`config.mk`:
```
export PLATFORM = sky130hd
export DESIGN_NAME = cppm_top
export DESIGN_NICKNAME = d
export VERILOG_FILES = /design/src/cppm_pkg.sv /design/src/cppm_top.sv
export SDC_FILE = /design/constraint.sdc
export NUM_CORES = 1
export LEC_CHECK = 0
export BUFFER_PORTS_ARGS = -buffer_cell sky130_fd_sc_hd__buf_2
export CORE_MARGIN = 2
export CORE_UTILIZATION = 58
export DETAILED_ROUTE_END_ITERATION = 6
export GPL_ROUTABILITY_DRIVEN = 0
export HOLD_SLACK_MARGIN = 0.06
export PLACE_DENSITY_LB_ADDON = 0.3
export SYNTH_ARGS = -nofsm -noshare
export SYNTH_HDL_FRONTEND = slang
export SYNTH_SLANG_ARGS = --single-unit
```
`constraint.sdc`:
```
create_clock -name i_ref_clk -period 3.79 [get_ports i_ref_clk]
set_input_delay 0.9475 -clock i_ref_clk [delete_from_list [all_inputs] [get_ports i_ref_clk]]
set_output_delay 0.9475 -clock i_ref_clk [all_outputs]
set_load 0.01 [all_outputs]
```
`src/cppm_pkg.sv`:
```
// Constants and types shared by the copper power-management block
package cppm_pkg;

    // Register byte offsets
    localparam logic [7:0] OFS_CTRL         = 8'h00;
    localparam logic [7:0] OFS_TIMER        = 8'h04;
    localparam logic [7:0] OFS_STATUS       = 8'h08;
    localparam logic [7:0] OFS_WAKE_ADDR_LO = 8'h0C;
    localparam logic [7:0] OFS_WAKE_ADDR_HI = 8'h10;

    // Control register fields
    localparam int CTRL_SLEEP_EN_BIT   = 0;
    localparam int CTRL_ANEG_EN_BIT    = 1;
    localparam int CTRL_IDLE_RX_DIS    = 2;
    localparam int CTRL_PWR_OFF_BIT    = 3;
    localparam int CTRL_PD_EN_BIT      = 4;
    localparam int CTRL_WAKE_IRQ_EN    = 5;
    localparam int CTRL_WAKE_EN_BIT    = 6;
    localparam int CTRL_SECURE_EN_BIT  = 7;
    localparam int CTRL_W              = 8;
    localparam logic [7:0] CTRL_RST    = 8'h02;

    // Timer register fields
    localparam int TMR_SLEEP_LSB = 0;
    localparam int TMR_WAKE_LSB  = 2;
    localparam int TMR_LINK_LO   = 4;
    localparam int TMR_LINK_HI   = 5;
    localparam int TMR_W         = 6;
    localparam logic [5:0] TMR_RST = 6'h01;

    // Status register fields
    localparam int STAT_STATE_LSB = 0;
    localparam int STAT_PD_LSB    = 4;
    localparam int STAT_LINK_BIT  = 6;
    localparam int STAT_WAKE_BIT  = 7;
    localparam int STAT_IDLE_BIT  = 8;

    // Detection status codes
    localparam logic [1:0] PD_SEARCHING = 2'b00;
    localparam logic [1:0] PD_NEEDS_PWR = 2'b01;
    localparam logic [1:0] PD_TIMED_OUT = 2'b10;

    // Link speed codes
    localparam logic [1:0] SPEED_10   = 2'b00;
    localparam logic [1:0] SPEED_100  = 2'b01;
    localparam logic [1:0] SPEED_1000 = 2'b10;

    // Timing
    localparam int CLK_PERIOD_NS   = 25;
    localparam int MS_NS           = 1000000;
    localparam int TICK_CYCLES     = MS_NS / CLK_PERIOD_NS;
    localparam int MS_W            = 13;
    localparam int SLEEP_STEP_MS   = 1000;
    localparam int LINK_STEP_MS    = 1000;
    localparam int JITTER_NEG_MS   = 80;
    localparam int JITTER_POS_MS   = 60;
    localparam int FLP_SPACING_MS  = 16;
    localparam int FLP_BURSTS      = 3;
    localparam int PD_TIMEOUT_MS   = 500;
    localparam logic [15:0] LFSR_SEED = 16'hACE1;

    localparam logic [1:0] RESP_OKAY   = 2'b00;
    localparam logic [1:0] RESP_SLVERR = 2'b10;

    typedef enum logic [2:0] {
        SLP_LOW  = 3'b001,
        SLP_WAKE = 3'b010,
        SLP_NORM = 3'b100
    } cppm_sleep_t;

    typedef enum logic [3:0] {
        PDS_OFF    = 4'b0001,
        PDS_SEARCH = 4'b0010,
        PDS_FOUND  = 4'b0100,
        PDS_NEG    = 4'b1000
    } cppm_pd_t;

endpackage

```
`src/cppm_top.sv`:
```
// Power-management control of one copper transceiver port, AXI4-Lite registers
//
// Operation
// - Low power idle is used only at 100 and 1000 Mb/s.
// - Magic-packet wake detection works at 10, 100 and 1000 Mb/s.
// - Wake detection only when wake interrupt enable set; pending bit reports it.
// - A valid magic packet raises the interrupt output and drives the indicator.
// - Packets are compared with the stored station address, with secure option.
// - While searching, special pulses are sent and status reads 00.
// - Looped-back pulses set detection status to 01.
// - No loop-back within the time limit sets detection status to 10.
// - Status 10 clears detect enable, starts auto-negotiation, link bit follows link.
// - Link failure stops auto-negotiation and restarts powered device detection.
// - Setting auto_sleep_enable starts the sleep machine at any time.
// - Low power and wake-up alternate at the sleep period until energy appears.
// - After reset with sleep enabled, the machine starts in low power; sleep enable resets to 0, so it goes normal on the first clock.
// - Forced 10/100 without auto-negotiation: cycle until energy, then stay normal.
// - Auto-negotiation off in normal state: stay normal after link loss.
// - Low power powers down blocks, watches energy, goes normal on energy.
// - Each sleep period is randomised by -80 ms to +60 ms.
// - Wake-up sends up to three pulse bursts on alternating pairs, then low power.
// - Normal state waits the link time-out after link loss before low power.
`timescale 1ns/1ps

module cppm_top
    import cppm_pkg::*;
#(
    parameter int unsigned TICK_LEN = TICK_CYCLES
) (
    // Clock and reset
    input  wire logic        i_ref_clk,
    input  wire logic        i_rstn,
    // AXI4-Lite slave
    input  wire logic [7:0]  i_axi_awaddr,
    input  wire logic        i_axi_awvalid,
    output logic             o_axi_awready,
    input  wire logic [31:0] i_axi_wdata,
    input  wire logic [3:0]  i_axi_wstrb,
    input  wire logic        i_axi_wvalid,
    output logic             o_axi_wready,
    output logic [1:0]       o_axi_bresp,
    output logic             o_axi_bvalid,
    input  wire logic        i_axi_bready,
    input  wire logic [7:0]  i_axi_araddr,
    input  wire logic        i_axi_arvalid,
    output logic             o_axi_arready,
    output logic [31:0]      o_axi_rdata,
    output logic [1:0]       o_axi_rresp,
    output logic             o_axi_rvalid,
    input  wire logic        i_axi_rready,
    // Line-side status pins
    input  wire logic        i_energy_detect,
    input  wire logic        i_link_up,
    input  wire logic        i_flp_loopback,
    // Receive path, same clock
    input  wire logic [1:0]  i_link_speed,
    input  wire logic        i_tx_idle,
    input  wire logic        i_magic_valid,
    input  wire logic [47:0] i_magic_addr,
    input  wire logic        i_magic_password_ok,
    // Power and line control
    output logic             o_power_down,
    output logic             o_flp_burst,
    output logic             o_flp_pair_b,
    output logic             o_pd_flp_send,
    output logic             o_autoneg_run,
    output logic             o_low_power_idle,
    output logic             o_reduced_amplitude_10,
    // Wake indication
    output logic             o_wake_irq,
    output logic             o_wake_led
);

    function automatic logic [MS_W-1:0] step_ms(input logic [1:0] code, input int step);
        step_ms = MS_W'((int'(code) + 1) * step);
    endfunction

    function automatic logic [MS_W-1:0] wake_ms(input logic [1:0] code);
        case (code)
            2'b00:   wake_ms = MS_W'(160);
            2'b01:   wake_ms = MS_W'(400);
            2'b10:   wake_ms = MS_W'(800);
            default: wake_ms = MS_W'(2000);
        endcase
    endfunction

    // Pin synchronisers: energy, link, loopback
    logic [2:0] sync1_q;
    logic [2:0] sync2_q;
    always_ff @(posedge i_ref_clk or negedge i_rstn) begin
        if (!i_rstn) begin
            sync1_q <= 3'h0;
            sync2_q <= 3'h0;
        end else begin
            sync1_q <= {i_flp_loopback, i_link_up, i_energy_detect};
            sync2_q <= sync1_q;
        end
    end
    logic energy_s, link_s, loop_s;
    assign energy_s = sync2_q[0];
    assign link_s   = sync2_q[1];
    assign loop_s   = sync2_q[2];

    // Millisecond tick and jitter source
    logic [15:0] tick_cnt_q, tick_cnt_d;
    logic [15:0] lfsr_q, lfsr_d;
    logic        ms_tick;
    always_comb begin
        ms_tick    = (tick_cnt_q == 16'(TICK_LEN - 1));
        tick_cnt_d = ms_tick ? 16'h0000 : tick_cnt_q + 16'h0001;
        lfsr_d     = {lfsr_q[14:0], lfsr_q[15] ^ lfsr_q[13] ^ lfsr_q[12] ^ lfsr_q[10]};
    end
    always_ff @(posedge i_ref_clk or negedge i_rstn) begin
        if (!i_rstn) begin
            tick_cnt_q <= 16'h0000;
            lfsr_q     <= LFSR_SEED;
        end else begin
            tick_cnt_q <= tick_cnt_d;
            lfsr_q     <= lfsr_d;
        end
    end

    // Register file and AXI4-Lite slave
    logic [CTRL_W-1:0] ctrl_q, ctrl_d;
    logic [TMR_W-1:0]  tmr_q, tmr_d;
    logic [47:0]       wake_addr_q, wake_addr_d;
    logic              wake_pend_q, wake_pend_d;
    logic [7:0]        aw_addr_q, aw_addr_d;
    logic              aw_full_q, aw_full_d;
    logic [31:0]       w_data_q, w_data_d;
    logic [3:0]        w_strb_q, w_strb_d;
    logic              w_full_q, w_full_d;
    logic              bvalid_q, bvalid_d;
    logic [1:0]        bresp_q, bresp_d;
    logic              rvalid_q, rvalid_d;
    logic [1:0]        rresp_q, rresp_d;
    logic [31:0]       rdata_q, rdata_d;
    logic              pd_self_clear;
    logic              pd_self_set;
    logic              magic_hit;
    logic [31:0]       status_word;
    cppm_sleep_t       slp_q, slp_d;
    logic [1:0]        pd_stat_q, pd_stat_d;
    logic              link_stat_q, link_stat_d;

    assign o_axi_awready = !aw_full_q && !bvalid_q;
    assign o_axi_wready  = !w_full_q && !bvalid_q;
    assign o_axi_arready = !rvalid_q;
    assign o_axi_bvalid  = bvalid_q;
    assign o_axi_bresp   = bresp_q;
    assign o_axi_rvalid  = rvalid_q;
    assign o_axi_rresp   = rresp_q;
    assign o_axi_rdata   = rdata_q;

    // Address match and secure password gate the wake event
    assign magic_hit = i_magic_valid && ctrl_q[CTRL_WAKE_IRQ_EN] && ctrl_q[CTRL_WAKE_EN_BIT]
                     && (i_magic_addr == wake_addr_q)
                     && (!ctrl_q[CTRL_SECURE_EN_BIT] || i_magic_password_ok);

    always_comb begin
        status_word = 32'h0;
        status_word[STAT_STATE_LSB +: 3] = slp_q;
        status_word[STAT_PD_LSB +: 2]    = pd_stat_q;
        status_word[STAT_LINK_BIT]       = link_stat_q;
        status_word[STAT_WAKE_BIT]       = wake_pend_q;
        status_word[STAT_IDLE_BIT]       = o_low_power_idle;
    end

    always_comb begin
        logic       do_wr;
        do_wr       = 1'b0;
        aw_addr_d   = aw_addr_q;
        aw_full_d   = aw_full_q;
        w_data_d    = w_data_q;
        w_strb_d    = w_strb_q;
        w_full_d    = w_full_q;
        bvalid_d    = bvalid_q;
        bresp_d     = bresp_q;
        rvalid_d    = rvalid_q;
        rresp_d     = rresp_q;
        rdata_d     = rdata_q;
        ctrl_d      = ctrl_q;
        tmr_d       = tmr_q;
        wake_addr_d = wake_addr_q;
        wake_pend_d = wake_pend_q;
        if (i_axi_awvalid && o_axi_awready) begin
            aw_addr_d = i_axi_awaddr;
            aw_full_d = 1'b1;
        end
        if (i_axi_wvalid && o_axi_wready) begin
            w_data_d = i_axi_wdata;
            w_strb_d = i_axi_wstrb;
            w_full_d = 1'b1;
        end
        if (aw_full_q && w_full_q) begin
            do_wr     = 1'b1;
            aw_full_d = 1'b0;
            w_full_d  = 1'b0;
            bvalid_d  = 1'b1;
            bresp_d   = RESP_OKAY;
        end
        if (bvalid_q && i_axi_bready) begin
            bvalid_d = 1'b0;
        end
        // Hardware detection hand-over, software write below takes precedence
        if (pd_self_clear) begin
            ctrl_d[CTRL_PD_EN_BIT] = 1'b0;
        end
        if (do_wr) begin
            case (aw_addr_q)
                OFS_CTRL: begin
                    if (w_strb_q[0]) begin
                        ctrl_d = w_data_q[CTRL_W-1:0];
                    end
                end
                OFS_TIMER: begin
                    if (w_strb_q[0]) begin
                        tmr_d = w_data_q[TMR_W-1:0];
                    end
                end
                OFS_STATUS: begin
                    if (w_strb_q[0] && w_data_q[STAT_WAKE_BIT]) begin
                        wake_pend_d = 1'b0;
                    end
                end
                OFS_WAKE_ADDR_LO: begin
                    for (int b = 0; b < 4; b++) begin
                        if (w_strb_q[b]) begin
                            wake_addr_d[b*8 +: 8] = w_data_q[b*8 +: 8];
                        end
                    end
                end
                OFS_WAKE_ADDR_HI: begin
                    for (int b = 0; b < 2; b++) begin
                        if (w_strb_q[b]) begin
                            wake_addr_d[32 + b*8 +: 8] = w_data_q[b*8 +: 8];
                        end
                    end
                end
                default: bresp_d = RESP_SLVERR;
            endcase
        end
        // Restart on link failure beats a same-cycle write
        if (pd_self_set) begin
            ctrl_d[CTRL_PD_EN_BIT] = 1'b1;
        end
        // A new wake event beats a same-cycle clear
        if (magic_hit) begin
            wake_pend_d = 1'b1;
        end
        if (rvalid_q && i_axi_rready) begin
            rvalid_d = 1'b0;
        end
        if (i_axi_arvalid && o_axi_arready) begin
            rvalid_d = 1'b1;
            rresp_d  = RESP_OKAY;
            case (i_axi_araddr)
                OFS_CTRL:         rdata_d = {24'h0, ctrl_q};
                OFS_TIMER:        rdata_d = {26'h0, tmr_q};
                OFS_STATUS:       rdata_d = status_word;
                OFS_WAKE_ADDR_LO: rdata_d = wake_addr_q[31:0];
                OFS_WAKE_ADDR_HI: rdata_d = {16'h0, wake_addr_q[47:32]};
                default: begin
                    rdata_d = 32'h0;
                    rresp_d = RESP_SLVERR;
                end
            endcase
        end
    end

    always_ff @(posedge i_ref_clk or negedge i_rstn) begin
        if (!i_rstn) begin
            aw_addr_q   <= 8'h00;
            aw_full_q   <= 1'b0;
            w_data_q    <= 32'h0;
            w_strb_q    <= 4'h0;
            w_full_q    <= 1'b0;
            bvalid_q    <= 1'b0;
            bresp_q     <= RESP_OKAY;
            rvalid_q    <= 1'b0;
            rresp_q     <= RESP_OKAY;
            rdata_q     <= 32'h0;
            ctrl_q      <= CTRL_RST;
            tmr_q       <= TMR_RST;
            wake_addr_q <= 48'h0;
            wake_pend_q <= 1'b0;
        end else begin
            aw_addr_q   <= aw_addr_d;
            aw_full_q   <= aw_full_d;
            w_data_q    <= w_data_d;
            w_strb_q    <= w_strb_d;
            w_full_q    <= w_full_d;
            bvalid_q    <= bvalid_d;
            bresp_q     <= bresp_d;
            rvalid_q    <= rvalid_d;
            rresp_q     <= rresp_d;
            rdata_q     <= rdata_d;
            ctrl_q      <= ctrl_d;
            tmr_q       <= tmr_d;
            wake_addr_q <= wake_addr_d;
            wake_pend_q <= wake_pend_d;
        end
    end

    // Automatic sleep machine
    logic [MS_W-1:0] slp_ms_q, slp_ms_d;
    logic [MS_W-1:0] slp_target_q, slp_target_d;
    logic [1:0]      bursts_q, bursts_d;
    logic            pair_b_q, pair_b_d;
    logic            flp_q, flp_d;
    logic            aneg_en, sleep_en;
    assign aneg_en  = ctrl_q[CTRL_ANEG_EN_BIT];
    assign sleep_en = ctrl_q[CTRL_SLEEP_EN_BIT];

    always_comb begin
        logic [7:0] jit;
        logic       enter;
        jit          = (lfsr_q[7:0] > 8'(JITTER_NEG_MS + JITTER_POS_MS))
                     ? lfsr_q[7:0] - 8'(JITTER_NEG_MS + JITTER_POS_MS + 1) : lfsr_q[7:0];
        enter        = 1'b0;
        slp_d        = slp_q;
        slp_target_d = slp_target_q;
        bursts_d     = bursts_q;
        pair_b_d     = pair_b_q;
        flp_d        = 1'b0;
        slp_ms_d     = ms_tick ? slp_ms_q + MS_W'(1) : slp_ms_q;
        case (slp_q)
            SLP_LOW: begin
                if (energy_s) begin
                    slp_d = SLP_NORM;
                end else if (slp_ms_q >= slp_target_q) begin
                    slp_d = SLP_WAKE;
                end
            end
            SLP_WAKE: begin
                if (energy_s) begin
                    slp_d = SLP_NORM;
                end else if (slp_ms_q >= wake_ms(tmr_q[TMR_WAKE_LSB +: 2])) begin
                    slp_d = SLP_LOW;
                end else if (ms_tick && bursts_q < 2'(FLP_BURSTS)
                             && slp_ms_q == MS_W'(int'(bursts_q) * FLP_SPACING_MS)) begin
                    flp_d    = 1'b1;
                    pair_b_d = !pair_b_q;
                    bursts_d = bursts_q + 2'd1;
                end
            end
            SLP_NORM: begin
                if (link_s || energy_s) begin
                    slp_ms_d = '0;
                end else if (aneg_en && slp_ms_q >= step_ms({tmr_q[TMR_LINK_HI],
                             tmr_q[TMR_LINK_LO]}, LINK_STEP_MS)) begin
                    slp_d = SLP_LOW;
                end
            end
            default: slp_d = SLP_NORM;
        endcase
        if (!sleep_en) begin
            slp_d = SLP_NORM;
        end
        enter = (slp_d != slp_q);
        if (enter) begin
            slp_ms_d = '0;
            bursts_d = 2'd0;
            // Base period plus offset, shifted down so it spans -80..+60 ms
            slp_target_d = step_ms(tmr_q[TMR_SLEEP_LSB +: 2], SLEEP_STEP_MS)
                         + MS_W'(jit) - MS_W'(JITTER_NEG_MS);
        end
    end

    always_ff @(posedge i_ref_clk or negedge i_rstn) begin
        if (!i_rstn) begin
            slp_q        <= SLP_LOW;
            slp_ms_q     <= '0;
            slp_target_q <= MS_W'(2 * SLEEP_STEP_MS);
            bursts_q     <= 2'd0;
            pair_b_q     <= 1'b0;
            flp_q        <= 1'b0;
        end else begin
            slp_q        <= slp_d;
            slp_ms_q     <= slp_ms_d;
            slp_target_q <= slp_target_d;
            bursts_q     <= bursts_d;
            pair_b_q     <= pair_b_d;
            flp_q        <= flp_d;
        end
    end

    // Powered device detection
    cppm_pd_t        pd_q, pd_d;
    logic [MS_W-1:0] pd_ms_q, pd_ms_d;
    always_comb begin
        pd_d          = pd_q;
        pd_stat_d     = pd_stat_q;
        link_stat_d   = link_s;
        pd_ms_d       = ms_tick ? pd_ms_q + MS_W'(1) : pd_ms_q;
        pd_self_clear = 1'b0;
        pd_self_set   = 1'b0;
        case (pd_q)
            PDS_OFF: begin
                if (ctrl_q[CTRL_PD_EN_BIT] && aneg_en) begin
                    pd_d      = PDS_SEARCH;
                    pd_stat_d = PD_SEARCHING;
                end
            end
            PDS_SEARCH: begin
                if (!ctrl_q[CTRL_PD_EN_BIT]) begin
                    pd_d = PDS_OFF;
                end else if (loop_s) begin
                    pd_d      = PDS_FOUND;
                    pd_stat_d = PD_NEEDS_PWR;
                end else if (pd_ms_q >= MS_W'(PD_TIMEOUT_MS)) begin
                    pd_d          = PDS_NEG;
                    pd_stat_d     = PD_TIMED_OUT;
                    pd_self_clear = 1'b1;
                end
            end
            PDS_FOUND: begin
                if (!ctrl_q[CTRL_PD_EN_BIT]) begin
                    pd_d = PDS_OFF;
                end else if (link_s) begin
                    pd_d = PDS_NEG;
                end
            end
            PDS_NEG: begin
                if (link_stat_q && !link_s) begin
                    pd_d        = PDS_SEARCH;
                    pd_stat_d   = PD_SEARCHING;
                    pd_self_set = 1'b1;
                end
            end
            default: pd_d = PDS_OFF;
        endcase
        if (pd_d != pd_q) begin
            pd_ms_d = '0;
        end
    end

    always_ff @(posedge i_ref_clk or negedge i_rstn) begin
        if (!i_rstn) begin
            pd_q        <= PDS_OFF;
            pd_ms_q     <= '0;
            pd_stat_q   <= PD_SEARCHING;
            link_stat_q <= 1'b0;
        end else begin
            pd_q        <= pd_d;
            pd_ms_q     <= pd_ms_d;
            pd_stat_q   <= pd_stat_d;
            link_stat_q <= link_stat_d;
        end
    end

    // Output stage
    logic [7:0] out_q, out_d;
    always_comb begin
        out_d    = 8'h00;
        out_d[0] = (slp_q == SLP_LOW) || ctrl_q[CTRL_PWR_OFF_BIT];
        out_d[1] = flp_d;
        out_d[2] = pair_b_d;
        out_d[3] = (pd_q == PDS_SEARCH);
        out_d[4] = (pd_q == PDS_NEG) || (pd_q == PDS_OFF && aneg_en);
        out_d[5] = link_s && i_tx_idle && ((i_link_speed == SPEED_1000)
                 || (i_link_speed == SPEED_100 && !ctrl_q[CTRL_IDLE_RX_DIS]));
        out_d[6] = ctrl_q[CTRL_IDLE_RX_DIS] && (i_link_speed == SPEED_10);
        out_d[7] = wake_pend_d;
    end
    always_ff @(posedge i_ref_clk or negedge i_rstn) begin
        if (!i_rstn) begin
            out_q <= 8'h00;
        end else begin
            out_q <= out_d;
        end
    end
    assign o_power_down           = out_q[0];
    assign o_flp_burst            = out_q[1];
    assign o_flp_pair_b           = out_q[2];
    assign o_pd_flp_send          = out_q[3];
    assign o_autoneg_run          = out_q[4];
    assign o_low_power_idle       = out_q[5];
    assign o_reduced_amplitude_10 = out_q[6];
    assign o_wake_irq             = out_q[7] && ctrl_q[CTRL_WAKE_IRQ_EN];
    assign o_wake_led             = out_q[7];

endmodule // cppm_top

```
# Yosys cells after proc, flatten, opt, wreduce, memory -nomap -nowiden
# Cells that the tools add are included.
# totals
out_inout_bits,50
register_bits,245
word_cells,220
# op_classes
n_eq_ne,30
reduce_logical,61
n_mux,75
bitwise_logic,3
n_lt_le_gt_ge,6
addsub,9
mul,2
# op_table
operator,count
$pmux 32 s5,1
$mux 13,8
$eq 48x48->1,1
$ge 13x13->1,3
$pmux 11 s3,1
$eq 8x4->1 const B,4
$mux 1,29
$mux 2,14
$mux 4,7
$add 13x1->13 const B,2
$logic_and 1x1->1,24
$reduce_and 3->1,8
$mux 3,7
$mul 3x7->10 const B,2
$add 16x1->16 const B,1
$eq 16x16->1 const B,1
$eq 8x3->1 const B,2
$eq 8x5->1 const B,2
$logic_not 8->1,2
$mux 16,1
$pmux 4 s4,1
$mux 5,3
$reduce_bool 2->1,7
$add 13x8->13,1
33 further kinds,54

# Depth between registers and ports, before layout
# logic_depth
ltp_word,12
depth_mapped,18
ltp_nobuf,18

# Worst setup path after synthesis
# Ideal clock, no wire load.
# synth_path
kind,register to register
from,reg lfsr_q[1]
to,reg slp_target_q[12]
path_slack_ns,0.284
t_required_ns,3.664
setup_time_ns,0.126
stages_incl_launch_ff,19
synth_period_minus_slack_ns,3.506
t_arrival_ns,3.380
path_buffers,0
path_cell_list,dfrtp_1 inv_1 ha_1 nor2_1 o41ai_1 nor2_1 xnor2_1 ha_1 inv_1 ha_1 inv_1 fa_1 inv_1 a21oi_1 o21bai_1 a211o_1 a211oi_1 xnor2_1 mux2i_1
# synth_via
elab_chain_cells,4
# synth_lines
item,line_no,rtl
from (decl),cppm_top.sv:106,"logic [15:0] lfsr_q, lfsr_d;"
from (signal assigned),cppm_top.sv:119,lfsr_q <= lfsr_d;
$sub 8x8->8 / $gt 8x8->1 (equally long branches),"cppm_top.sv:319, cppm_top.sv:318",
$mux 8 *,cppm_top.sv:319,? lfsr_q[7:0] - 8'(JITTER_NEG_MS + JITTER_POS_MS + 1) : lfsr_q[7:0];
$add 13x8->13 *,cppm_top.sv:366,+ MS_W'(jit) - MS_W'(JITTER_NEG_MS);
$sub 13x7->13 *,cppm_top.sv:366,
to (signal assigned),cppm_top.sv:374,slp_target_q <= MS_W'(2 * SLEEP_STEP_MS);
to (signal assigned),cppm_top.sv:381,slp_target_q <= slp_target_d;
to (decl),cppm_top.sv:307,"logic [MS_W-1:0] slp_target_q, slp_target_d;"
# Mark *: on every way between the ends. The rest lies on a longest branch, timed or not.
# A chain may end at the register's enable or synchronous reset.

# Worst setup path after layout
# layout_path
from,reg tmr_q[4]
to,reg slp_target_q[0]
# layout_via
elab_chain_cells,9
# layout_lines
item,line_no,rtl
from (decl),cppm_top.sv:125,"logic [TMR_W-1:0] tmr_q, tmr_d;"
from (signal assigned),cppm_top.sv:299,tmr_q <= tmr_d;
$add 2x1->3,cppm_top.sv:75,step_ms = MS_W'((int'(code) + 1) * step);
$mul 3x7->10,cppm_top.sv:75,
$ge 13x13->1,cppm_top.sv:350,"end else if (aneg_en && slp_ms_q >= step_ms({tmr_q[TMR_LINK_HI],"
$logic_and 1x1->1,cppm_top.sv:350,
$mux 3,cppm_top.sv:350,
$mux 3,cppm_top.sv:348,if (link_s || energy_s) begin
$pmux 3 s3,cppm_top.sv:327,case (slp_q)
$mux 3,cppm_top.sv:357,if (!sleep_en) begin
$ne 3x3->1,cppm_top.sv:360,enter = (slp_d != slp_q);
# No other way between the ends.

==> results.py <==
metrics = {
    "run_status": {
        "status": "finished clean",
    },
    "floorplan": {
        "coreArea_um2": 20890,
        "row_count": 53,
        "die_x_um": 149.4,
        "start_util": 0.5867,
        "die_h_um": 149.4,
        "dieArea_um2": 22310,
        "num_io_pins": 165,
    },
    "power": {
        "p_switching_mw": 1.811,
        "p_leak_nw": 6.993,
        "pwr-share-seq": 0.465,
        "p_sw_frac": 0.2603,
        "p_int_mw": 5.145,
        "p_comb_frac": 0.145,
        "max-vdd-ir-drop_mv": 0.4104,
        "fin_total_pwr_mw": 6.956,
        "clockPowerShare": 0.390,
        "power.density_nw_per_um2": 484.0,
    },
    "placed_design": {
        "dp.cells": 1521,
        "port_buffers": 163,
        "dp_hpwl_um": 20490,
    },
    "route": {
        "routed_wl_um": 28440,
        "wl_met3_um": 1858,
        "drt-pass1-iter-count": 5,
        "vias": 8946,
        "drc": 0,
        "wl_per_cell_um": 18.12,
        "wl_met2_um": 13200,
        "top_layer_used": "met4",
        "wl_met1_um": 12670,
        "vias_per_cell": 5.702,
        "drt_iter0_drc": 472,
        "ant_nets": 0,
    },
    "worst_setup_path": {
        "start_kind": "flip-flop",
        "required_ns": 4.20,
        "crit_type": "reg -> reg",
        "crit_path_cell_trace": "inv_1 -> ha_1 -> xor2_1 -> ha_1 -> a221oi_1 -> ha_1 -> and4_1 -> o311a_1 -> a211oi_2 -> nor3_1 -> nor3_2 -> o211ai_1 -> buf_12 -> mux2_1",
        "r2r_cells": 14,
        "crit_slowest_cell": "dfrtp_1",
        "cp.arrival_ns": 4.04,
        "critPathLaunch": "tmr_q[4]",
        "crit_top_cell": "ha_1",
        "crit_fanout": 28,
        "endpoint_kind": "flip-flop",
        "slowest_delay_ns": 0.37,
        "r2r-start": "tmr_q[4]",
    },
    "flow_run": {
        "drv_cap": 0,
    },
    "logic_synthesis": {
        "yosysWarnings": 0,
        "yosysMostFrequentCell": "dfrtp_1",
        "synthTopCellsByArea": "dfrtp_1, mux2_2, ha_1",
        "synthTopCellsByCount": "dfrtp_1, mux2_2, nand2_1",
        "ys_ff_latch": 242,
        "synthFlopType": "dfrtp_1",
        "syn_area_um2": 12260,
        "synth_edf_count": 0,
        "yosysSeqAreaShare": 0.4960,
        "yosysTopAreaCell": "dfrtp_1",
        "avgSynthCellArea_um2": 11.10,
        "synth_top_area_share": 0.4574,
        "async_flop_share": 1.000,
        "syn_inst": 1104,
        "syn_nets": 1286,
        "synth.distinct_cells": 67,
    },
    "clock_tree": {
        "htreeDepth": 1,
        "clk-insertion-delay-late_ns": 0.53,
        "cts_tree": "yes",
        "cts.sinks": 242,
        "hold_buffers": 0,
        "postCtsResizedCells": 0,
        "cts_buffers": 26,
        "cts.root.buffer_cell": "clkbuf_16",
        "postCtsSetupBuffers": 0,
        "clk_pin_slew_worst_paths_ns": 0.06,
        "cts_buffer_depth": 3,
    },
    "global_routing": {
        "grt_pass1_vias": 8814,
        "grt_pass1_wl_um": 45460,
        "antenna_found_initial": 0,
        "grt_max_degree": 78,
        "grt_overflow_total": 0,
        "track_usage": 0.2555,
    },
    "timing": {
        "grt_setup_unrepaired": "no",
        "worst_pin_slew_ns": 1.086,
        "fmax_mhz": 275.7,
        "relSlewSlack": 0.2752,
        "fin_skew_ns": 0.01307,
        "layout_min_cycle_time_ns": 3.627,
        "fin_tns_setup_ns": 0,
        "whs_ns": 0.3463,
        "post-route-period-util": 0.9569,
        "hold_violations": 0,
        "setup_violations": 0,
        "final_max_slew_viol_count": 0,
    },
    "finish": {
        "area_growth_syn_to_layout_pct": 17.27,
        "finalNetCount": 1456,
        "nFillCells": 1509,
        "n_antenna_cell": 0,
        "final_cells": 1569,
        "final_layout_size_suffix_gt1_frac": 0.2867,
    },
    "min_path": {
        "hp-class": "reg -> reg",
        "holdPathStages": 0,
        "hold_start": "lfsr_q[8]",
    },
}
placed cells by master (no fill, tap or decap), drive strengths merged, types with 4 or more instances in the layout:
| cell type | instances |
|---|---|
| inv | 54 |
| mux2 | 107 |
| buf | 182 |
| nor2 | 69 |
| nor4 | 19 |
| nor3 | 38 |
| a221oi | 5 |
| xor2 | 55 |
| dfstp | 18 |
| a21o | 5 |
| clkbuf | 37 |
| clkinv | 5 |
| dfrtp | 224 |
| a22oi | 9 |
| ha | 64 |
| nand4 | 19 |
| nand2 | 94 |
| and4 | 6 |
| nand2b | 8 |
| and2 | 5 |
| a222oi | 4 |
| o21a | 5 |
| o21ai | 42 |
| mux2i | 16 |
| a22o | 4 |
| nor2b | 12 |
| a31oi | 4 |
| xnor2 | 57 |
| a21oi | 26 |
| bufinv | 4 |
| and3 | 10 |
| nand3 | 38 |
routing by layer:
| layer | vias to the layer above | track usage |
|---|---|---|
| met5 | - | 0 |
| met4 | 0 | 0.06667 |
| met3 | 58 | 0.03333 |
| met2 | 304 | 0.4016 |
| met1 | 4373 | 0.3768 |
| li1 | 4211 | - |
worst max-delay path: cells and delay by family, from the launching register on:
| kind | cells | cell delay [ns] |
|---|---|---|
| buffers and inverters | 2 | 0.33 |
| and+or+nand+nor | 3 | 0.55 |
| xor gates and xnor gates | 1 | 0.16 |
| muxes | 1 | 0.32 |
| AOI/OAI and AO/OA | 4 | 0.90 |
| DFF | 1 | 0.37 |
| adders and majority gates | 3 | 0.87 |
registers in the layout, summed over array words and instances, names as in the netlist, 8 cells and up, named ones only:
register      cells
slp_target_q     13
pd_ms_q          13
lfsr_q           16
wake_addr_q      48
tick_cnt_q       16
aw_addr_q         8
out_q             8
w_data_q         32
slp_ms_q         13
ctrl_q            8
o_axi_rdata      32
per-stage QoR:
stage / util / area (um2) / setup slack, ns
after global routing: 0.6881 / 14370 / 0.004577
after global placement: 0.6434 / 13440 / 0.3762
final: 0.6881 / 14370 / 0.1633
after floorplan: - / 12260 / 0.2835
after CTS: 0.6881 / 14370 / 0.1700
after detailed placement: 0.6434 / 13440 / 0.2331
cell families after synthesis:
family | synth area share
AND/OR/NAND/NOR | 0.1375
multiplexers | 0.1132
flip-flops | 0.4960
buffers and inverters | 0.03114
XOR/XNOR | 0.08004
AO/OA/AOI/OAI | 0.07157
adder cells (fa/ha/maj) | 0.07024
other | 0.0003060
final timing paths:
check                                  end  slack [ns]
setup reg to reg           slp_target_q[0]        0.16
min in group asynchronous   tick_cnt_q[11]        0.38
hold reg to reg                  lfsr_q[9]        0.35
setup / recovery           slp_target_q[0]        0.16
hold / removal                   lfsr_q[9]        0.35
max in group asynchronous          pd_q[0]        2.55
power by group through the flow:
stage                     Combinational (mW)  Clock, mW  Sequential [mW]
after floorplan                        0.709          0             3.16
after global placement                 0.980          0             3.25
after detailed placement                1.02          0             3.27
after CTS                               1.02       2.75             3.23
after global routing                    1.11       2.87             3.28
final                                   1.01       2.71             3.23
area by class of cell:
cell class	instances	area [um2]	share of cell area
multi-input combinational	768	5808	0.4041
clock inverter	11	160.2	0.01114
sequential	242	6078	0.4229
inverter	54	202.7	0.01410
timing repair buffer	182	1006	0.06999
tap	275	344.1	0.02394
clock buffer	37	773.2	0.05380
(Power assumes the default switching activity.)
